**src/shared/ckc_pkg.sv**
```systemverilog
// constants and carrier types for the clock controller with ratio and loop logic
// assumes the oscillator is the system clock and registers sit on the byte-wide sfr port
// Operation
// - separate cpu, peripheral and usb clock outputs
// - oscillator period counter feeds all peripheral tick derivation
// - power-reduction modes gate each clock output
// - crystal or external 48 mhz oscillator source
// - inverter off unless loop output feeds usb
// - loop makes usb clock from peripheral reference
// - detector compares n-ref with r-feedback, up/down
// - loop runs only while loop_enable set
// - hardware sets loop_lock_flag on lock
// - ratio bits honoured only with double_speed_mode
// - ratio bit clear six, set twelve periods
// - spi ratio bits 7-1 read zero
// - both ratio registers reset to zero
package ckc_pkg;
    localparam logic [7:0] RATIO_ADDR     = 8'h8f;
    localparam logic [7:0] SPI_RATIO_ADDR = 8'haf;
    localparam logic [7:0] LOOP_CTRL_ADDR = 8'ha3;
    localparam logic [7:0] LOOP_DIV_ADDR  = 8'ha4;
    localparam logic [7:0] RATIO_RST      = 8'h00;
    localparam logic [7:0] SPI_RATIO_RST  = 8'h00;
    localparam logic [7:0] LOOP_CTRL_RST  = 8'h00;
    localparam logic [7:0] LOOP_DIV_RST   = 8'h00;
    localparam int DSM_BIT      = 0;
    localparam int SPI_BIT      = 0;
    localparam int LOCK_BIT     = 0;
    localparam int LEN_BIT      = 1;
    localparam int EXT48_BIT    = 2;
    localparam int R_LSB        = 4;
    localparam int N_LSB        = 0;
    localparam logic [3:0] STD_LAST  = 4'h0b;
    localparam logic [3:0] FAST_MID  = 4'h05;
    localparam logic [3:0] LOCK_HITS = 4'h8;
    localparam logic [7:0] DCO_INIT  = 8'h10;
    localparam logic [7:0] DCO_MAX   = 8'hff;

    typedef struct packed {
        logic two_wire;
        logic watchdog;
        logic counter_array;
        logic serial_port;
        logic timer2;
        logic timer1;
        logic timer0;
        logic spi;
    } ckc_ticks_t;

    typedef enum logic [2:0] {
        LOOP_OFF     = 3'b001,
        LOOP_ACQUIRE = 3'b010,
        LOOP_LOCKED  = 3'b100
    } ckc_loop_t;

    typedef struct packed {
        logic [7:0] ratio_reg;
        logic [7:0] spi_reg;
        logic [7:0] ctrl_reg;
        logic [7:0] div_reg;
        logic [7:0] rdata;
        logic [3:0] osc_cnt;
        logic       phase;
        ckc_ticks_t ticks;
        logic       cpu_clk;
        logic       cpu_cycle;
        logic       periph_clk;
        logic       usb_clk;
        logic [3:0] ref_cnt;
        logic [3:0] fb_cnt;
        logic [1:0] fb_edges;
        logic [7:0] dco_cnt;
        logic [7:0] dco_period;
        logic [3:0] hits;
        logic       up;
        logic       down;
        ckc_loop_t  loop;
    } ckc_state_t;
endpackage

```
**src/core/ckc_top.sv**
```systemverilog
// clock controller: ratio registers, clock strobes, digital loop model
// assumes i_sys_clk is the oscillator and sfr accesses are single-cycle strobes
`timescale 1ns/1ps
module ckc_top (
    input  wire logic              i_sys_clk,
    input  wire logic              i_rst,
    input  wire logic [7:0]        i_sfr_addr,
    input  wire logic              i_sfr_wr,
    input  wire logic              i_sfr_rd,
    input  wire logic [7:0]        i_sfr_wdata,
    output logic      [7:0]        o_sfr_rdata,
    input  wire logic              i_idle,
    input  wire logic              i_power_down,
    output logic                   o_cpu_clk,
    output logic                   o_cpu_cycle,
    output logic                   o_periph_clk,
    output ckc_pkg::ckc_ticks_t    o_periph_ticks,
    output logic                   o_usb_clk,
    output logic                   o_osc_inverter_en,
    output logic                   o_loop_up,
    output logic                   o_loop_down,
    output logic                   o_loop_lock
);
    ckc_pkg::ckc_state_t s_reg;
    ckc_pkg::ckc_state_t s_next;

    logic       dsm;
    logic       len;
    logic       ext48;
    logic       tick6;
    logic       tick12;
    logic       base;
    logic       ref_edge;
    logic       fb_edge;
    logic       dco_tick;
    logic [3:0] r_last;
    logic [3:0] n_last;

    // six- or twelve-period strobe for one ratio bit
    function automatic logic ratio_tick(input logic x2, input logic bit_set,
                                        input logic t6, input logic t12);
        ratio_tick = (x2 && !bit_set) ? t6 : t12;
    endfunction

    assign dsm      = s_reg.ratio_reg[ckc_pkg::DSM_BIT];
    assign len      = s_reg.ctrl_reg[ckc_pkg::LEN_BIT];
    assign ext48    = s_reg.ctrl_reg[ckc_pkg::EXT48_BIT];
    assign r_last   = s_reg.div_reg[ckc_pkg::R_LSB +: 4];
    assign n_last   = s_reg.div_reg[ckc_pkg::N_LSB +: 4];
    assign tick12   = (s_reg.osc_cnt == ckc_pkg::STD_LAST);
    assign tick6    = tick12 || (s_reg.osc_cnt == ckc_pkg::FAST_MID);
    // standard speed halves the oscillator, double speed passes every period
    assign base     = dsm || s_reg.phase;
    assign ref_edge = base && (s_reg.ref_cnt == n_last);
    assign dco_tick = (s_reg.dco_cnt >= s_reg.dco_period);
    assign fb_edge  = dco_tick && (s_reg.fb_cnt == r_last);

    always_comb begin
        s_next = s_reg;
        // register writes
        if (i_sfr_wr) begin
            case (i_sfr_addr)
                ckc_pkg::RATIO_ADDR: begin
                    s_next.ratio_reg = i_sfr_wdata;
                end
                ckc_pkg::SPI_RATIO_ADDR: begin
                    s_next.spi_reg = {7'h00, i_sfr_wdata[ckc_pkg::SPI_BIT]};
                end
                ckc_pkg::LOOP_CTRL_ADDR: begin
                    // lock bit stays hardware-owned, reserved bits stay zero
                    s_next.ctrl_reg[ckc_pkg::LEN_BIT]   = i_sfr_wdata[ckc_pkg::LEN_BIT];
                    s_next.ctrl_reg[ckc_pkg::EXT48_BIT] = i_sfr_wdata[ckc_pkg::EXT48_BIT];
                end
                ckc_pkg::LOOP_DIV_ADDR: begin
                    s_next.div_reg = i_sfr_wdata;
                end
                default: begin
                end
            endcase
        end
        // registered read data, unmapped reads give zero
        if (i_sfr_rd) begin
            case (i_sfr_addr)
                ckc_pkg::RATIO_ADDR:     s_next.rdata = s_reg.ratio_reg;
                ckc_pkg::SPI_RATIO_ADDR: s_next.rdata = s_reg.spi_reg;
                ckc_pkg::LOOP_CTRL_ADDR: s_next.rdata = s_reg.ctrl_reg;
                ckc_pkg::LOOP_DIV_ADDR:  s_next.rdata = s_reg.div_reg;
                default:                 s_next.rdata = 8'h00;
            endcase
        end
        // oscillator period counter shared by every strobe
        s_next.osc_cnt = tick12 ? 4'h0 : s_reg.osc_cnt + 4'h1;
        s_next.phase   = !s_reg.phase;
        // gating by power-reduction mode
        s_next.cpu_clk    = base && !i_idle && !i_power_down;
        s_next.periph_clk = base && !i_power_down;
        s_next.cpu_cycle  = (dsm ? tick6 : tick12) && !i_idle && !i_power_down;
        s_next.ticks.two_wire      = ratio_tick(dsm, s_reg.ratio_reg[7], tick6, tick12);
        s_next.ticks.watchdog      = ratio_tick(dsm, s_reg.ratio_reg[6], tick6, tick12);
        s_next.ticks.counter_array = ratio_tick(dsm, s_reg.ratio_reg[5], tick6, tick12);
        s_next.ticks.serial_port   = ratio_tick(dsm, s_reg.ratio_reg[4], tick6, tick12);
        s_next.ticks.timer2        = ratio_tick(dsm, s_reg.ratio_reg[3], tick6, tick12);
        s_next.ticks.timer1        = ratio_tick(dsm, s_reg.ratio_reg[2], tick6, tick12);
        s_next.ticks.timer0        = ratio_tick(dsm, s_reg.ratio_reg[1], tick6, tick12);
        s_next.ticks.spi           = ratio_tick(dsm, s_reg.spi_reg[ckc_pkg::SPI_BIT],
                                                tick6, tick12);
        if (i_power_down) begin
            s_next.ticks = '0;
        end
        // usb clock: external 48 mhz bypass or loop output
        s_next.usb_clk = !i_power_down && (ext48 || (len && dco_tick));
        s_next.up   = 1'b0;
        s_next.down = 1'b0;
        case (s_reg.loop)
            ckc_pkg::LOOP_OFF: begin
                s_next.dco_cnt    = 8'h00;
                s_next.dco_period = ckc_pkg::DCO_INIT;
                s_next.ref_cnt    = 4'h0;
                s_next.fb_cnt     = 4'h0;
                s_next.fb_edges   = 2'b00;
                s_next.hits       = 4'h0;
                if (len && !ext48) begin
                    s_next.loop = ckc_pkg::LOOP_ACQUIRE;
                end
            end
            ckc_pkg::LOOP_ACQUIRE, ckc_pkg::LOOP_LOCKED: begin
                s_next.dco_cnt = dco_tick ? 8'h00 : s_reg.dco_cnt + 8'h01;
                if (dco_tick) begin
                    s_next.fb_cnt = fb_edge ? 4'h0 : s_reg.fb_cnt + 4'h1;
                end
                if (base) begin
                    s_next.ref_cnt = ref_edge ? 4'h0 : s_reg.ref_cnt + 4'h1;
                end
                if (fb_edge && s_reg.fb_edges != 2'b11) begin
                    s_next.fb_edges = s_reg.fb_edges + 2'b01;
                end
                if (ref_edge) begin
                    // feedback count between two reference edges decides the pulse
                    s_next.fb_edges = {1'b0, fb_edge};
                    if (s_reg.fb_edges == 2'b00) begin
                        s_next.up   = 1'b1;
                        s_next.hits = 4'h0;
                        if (s_reg.dco_period != 8'h00) begin
                            s_next.dco_period = s_reg.dco_period - 8'h01;
                        end
                    end else if (s_reg.fb_edges != 2'b01) begin
                        s_next.down = 1'b1;
                        s_next.hits = 4'h0;
                        if (s_reg.dco_period != ckc_pkg::DCO_MAX) begin
                            s_next.dco_period = s_reg.dco_period + 8'h01;
                        end
                    end else if (s_reg.hits != ckc_pkg::LOCK_HITS) begin
                        s_next.hits = s_reg.hits + 4'h1;
                    end
                end
                if (s_next.hits == ckc_pkg::LOCK_HITS) begin
                    s_next.loop = ckc_pkg::LOOP_LOCKED;
                end else begin
                    s_next.loop = ckc_pkg::LOOP_ACQUIRE;
                end
                if (!len || ext48) begin
                    s_next.loop = ckc_pkg::LOOP_OFF;
                end
            end
            default: begin
                s_next.loop = ckc_pkg::LOOP_OFF;
            end
        endcase
        // lock flag mirrors the detector, software cannot set it
        s_next.ctrl_reg[ckc_pkg::LOCK_BIT] = (s_next.loop == ckc_pkg::LOOP_LOCKED);
    end

    always_ff @(posedge i_sys_clk) begin
        if (i_rst) begin
            s_reg            <= '0;
            s_reg.ratio_reg  <= ckc_pkg::RATIO_RST;
            s_reg.spi_reg    <= ckc_pkg::SPI_RATIO_RST;
            s_reg.ctrl_reg   <= ckc_pkg::LOOP_CTRL_RST;
            s_reg.div_reg    <= ckc_pkg::LOOP_DIV_RST;
            s_reg.dco_period <= ckc_pkg::DCO_INIT;
            s_reg.loop       <= ckc_pkg::LOOP_OFF;
        end else begin
            s_reg <= s_next;
        end
    end

    assign o_sfr_rdata       = s_reg.rdata;
    assign o_cpu_clk         = s_reg.cpu_clk;
    assign o_cpu_cycle       = s_reg.cpu_cycle;
    assign o_periph_clk      = s_reg.periph_clk;
    assign o_periph_ticks    = s_reg.ticks;
    assign o_usb_clk         = s_reg.usb_clk;
    // inverter only runs when the loop drives usb; bypass leaves it idle
    assign o_osc_inverter_en = len && !ext48;
    assign o_loop_up         = s_reg.up;
    assign o_loop_down       = s_reg.down;
    assign o_loop_lock       = s_reg.ctrl_reg[ckc_pkg::LOCK_BIT];
endmodule

```
**config.mk**
```make
export PLATFORM = sky130hd
export DESIGN_NAME = ckc_top
export DESIGN_NICKNAME = d
export VERILOG_FILES = /design/src/shared/ckc_pkg.sv /design/src/core/ckc_top.sv
export SDC_FILE = /design/constraint.sdc
export NUM_CORES = 1
export LEC_CHECK = 0
export BUFFER_PORTS_ARGS = -buffer_cell sky130_fd_sc_hd__buf_4
export CORE_ASPECT_RATIO = 0.75
export CORE_MARGIN = 3
export CORE_UTILIZATION = 25
export DETAILED_ROUTE_END_ITERATION = 16
export PLACE_DENSITY_LB_ADDON = 0.1
export SLEW_MARGIN = 20
export SYNTH_ARGS = -nofsm -noshare
export SYNTH_HDL_FRONTEND = slang
export SYNTH_SLANG_ARGS = --single-unit
```
**constraint.sdc**
```tcl
create_clock -name i_sys_clk -period 2.9 [get_ports i_sys_clk]
set_input_delay 0.29 -clock i_sys_clk [delete_from_list [all_inputs] [get_ports i_sys_clk]]
set_output_delay 0.29 -clock i_sys_clk [all_outputs]
set_load 0.05 [all_outputs]
```
==> flow_summary.toml <==
[floorplanning]
die_area_um2 = 18500
core_area_um2 = 16300
rows = 40
ios = 46
die_h_um = 119
die_x_um = 156
start_util_pct = 25.9

[placement]
place_inst = 714
gp_congestion = 0.725
dp_hpwl_um = 8100
io_buffers = 45

[critical_path]
crit_path_top_delay_cell = "or4b_2"
cp-start-kind = "register"
crit_path_end_kind = "register"
crit_top_cell = "a21oi_1"
path_class = "register to register"
crit_arrival_ps = 2810
crit_fanout = 7
required_ps = 3170
max_stage_delay_ps = 650
path_buf_inv = 1
crit_chain = "inv_1 > ha_1 > a21oi_1 > o21ai_0 > a21oi_1 > a21oi_1 > or4b_2 > o21ai_0"
cp_top_family = "compound AO/OA/AOI/OAI gates"

[cts]
cts_made_buffers = 9
clk_path_buf_depth = 2
htreeDepth = 3
cts-root-buf = "clkbuf_16"
cts.sink_count = 80
clk_latency_ps = 340
clkTransAtPathRegs_ps = 70
postCtsSetupBuffers = 0
cts_tree = "yes"
cts_resized = 0
cts_hold_buf = 0

[synthesis]
synth_fp_nets = 533
seq_area_frac_synth_pct = 37.8
netlist_area_um2 = 4230
async_flop_share_pct = 0
synth_cells = 486
ys_types = 64
ys_seq_elements = 80
syn-mean-instance-area_um2 = 8.71
yosys_warnings = 0
synth_edf_count = 0
ys.flop_type = "dfxtp_1"

[route]
drt-pass1-iter-count = 4
vias_per_cell = 4.80
routed_wl_um = 11100
wl_per_cell_um = 15.2
ant_nets = 0
vias = 3503
drt_iter0_drc = 281
drc_errors = 0

[grt]
grt_pass1_wl_um = 18500
grt_pass1_vias = 3526
grt_usage_pct = 12.4
grt_remaining_overflow = 0
antenna_found_initial = 0
grt_max_degree = 78

[timing]
fin_skew_ps = 9.01
fmax_ghz = 0.395
rsz0062_at_grt = "no"
setup_viol = 0
period_needed_ps = 2530
timing_hold_violations_final = 0
fin_setup_tns_ps = 0
slew_headroom_pct = 42.2
maxSlewViolCount = 0
min_period_over_period_pct = 87.4
tightest_slew_ps = 867

[layout]
layout_common_cells = "80 x dfxtp_1, 53 x buf_4, 52 x a21oi_1, 42 x nor2_1, 26 x nand2_1"
final_common_cell = "dfxtp_1"
fillers = 1719
drive_gt1_share_pct = 15.8
largest_register_ffs = 46
layout.cells.non_filler = 730
syn_to_final_growth_pct = 18.2
multi_input_comb_area_um2 = 2360
num_antenna_cells = 0
fin_nets = 562
regArea_um2 = 1600

[power]
peakVddDrop_uv = 217
leakage_uw = 0.00193
power_density_nw_per_um2 = 480

[min_path]
hold_class = "primary input to register"

[status]
status = "finished, final reports clean"

[flow_run]
maxCapViolations = 0
## routing by layer
layer  global-route usage (%)  share of wire, %  up-vias
met2                     17.0                41       41
met4                     3.72              0.79        0
met1                     18.9                56     1664
li1                         -                 -     1793
met5                        0                 0        -
met3                     3.04               2.7        5
## path summary, 6_finish.rpt
check	start	to	slack, ps	depth (start not counted)
worst max-delay path	s_reg[11]	s_reg[28]	370	8
worst min-delay path	i_idle	o_cpu_cycle	110	2
worst max register to register	s_reg[11]	s_reg[28]	370	8
worst min register to register	s_reg[47]	s_reg[47]	430	1
## metrics by stage
step / setup slack (ps) / util (%) / cell area [um2] / power [uW] / hold WS (ps)
after floorplan: 586 / - / 4230 / 1170 / 362
after global placement: 423 / 28.7 / 4690 / 1220 / 423
after detailed placement: 376 / 28.7 / 4690 / 1220 / 425
after CTS: 360 / 30.7 / 5000 / 2450 / 93.9
after global routing: 139 / 30.7 / 5000 / 2490 / 98.9
final: 366 / 30.7 / 5000 / 2400 / 108
## synthesized netlist by cell type, types with 8 or more instances
master,count,area [um2]
mux2i_1,18,180
dfxtp_1,80,1600
clkbuf_1,12,45.0
a21oi_1,52,260
buf_4,16,120
nor4_1,9,56.3
nor3_1,13,65.1
nand2b_1,14,87.6
nand3_1,25,125
inv_1,17,63.8
nand2_1,26,97.6
xnor2_1,13,114
nor2_1,42,158
nor2b_1,12,75.1
and3_1,8,50.1
ha_1,24,300
o21ai_0,9,45.0
## area by class of cell
| class | count | share of cell area [%] |
|---|---|---|
| Sequential cell | 80 | 32.0 |
| Clock inverter | 5 | 1.25 |
| Multi-Input combinational cell | 354 | 47.2 |
| Tap cell | 210 | 5.25 |
| Timing Repair Buffer | 53 | 7.95 |
| Clock buffer | 11 | 5.05 |
| Inverter | 17 | 1.28 |
## power breakdown
group / switching (uW) / internal [uW] / leakage [uW]
Combinational: 51.5 / 33.2 / 0.00114
Clock: 486 / 720 / 0.000149
Sequential: 4.61 / 1100 / 0.000645
## cells by family (layout without fill, tap and decap cells)
family,Yosys count,after routing,synth area share (%)
muxes,20,20,4.79
adders and majority gates,25,25,7.57
DFF,80,80,37.8
xor gates and xnor gates,15,15,3.10
AOI/OAI and AO/OA,104,104,15.7
and+or+nand+nor,190,190,24.6
buffers and inverters,52,86,6.36
No activity file was read; power rests on OpenSTA's default activity.
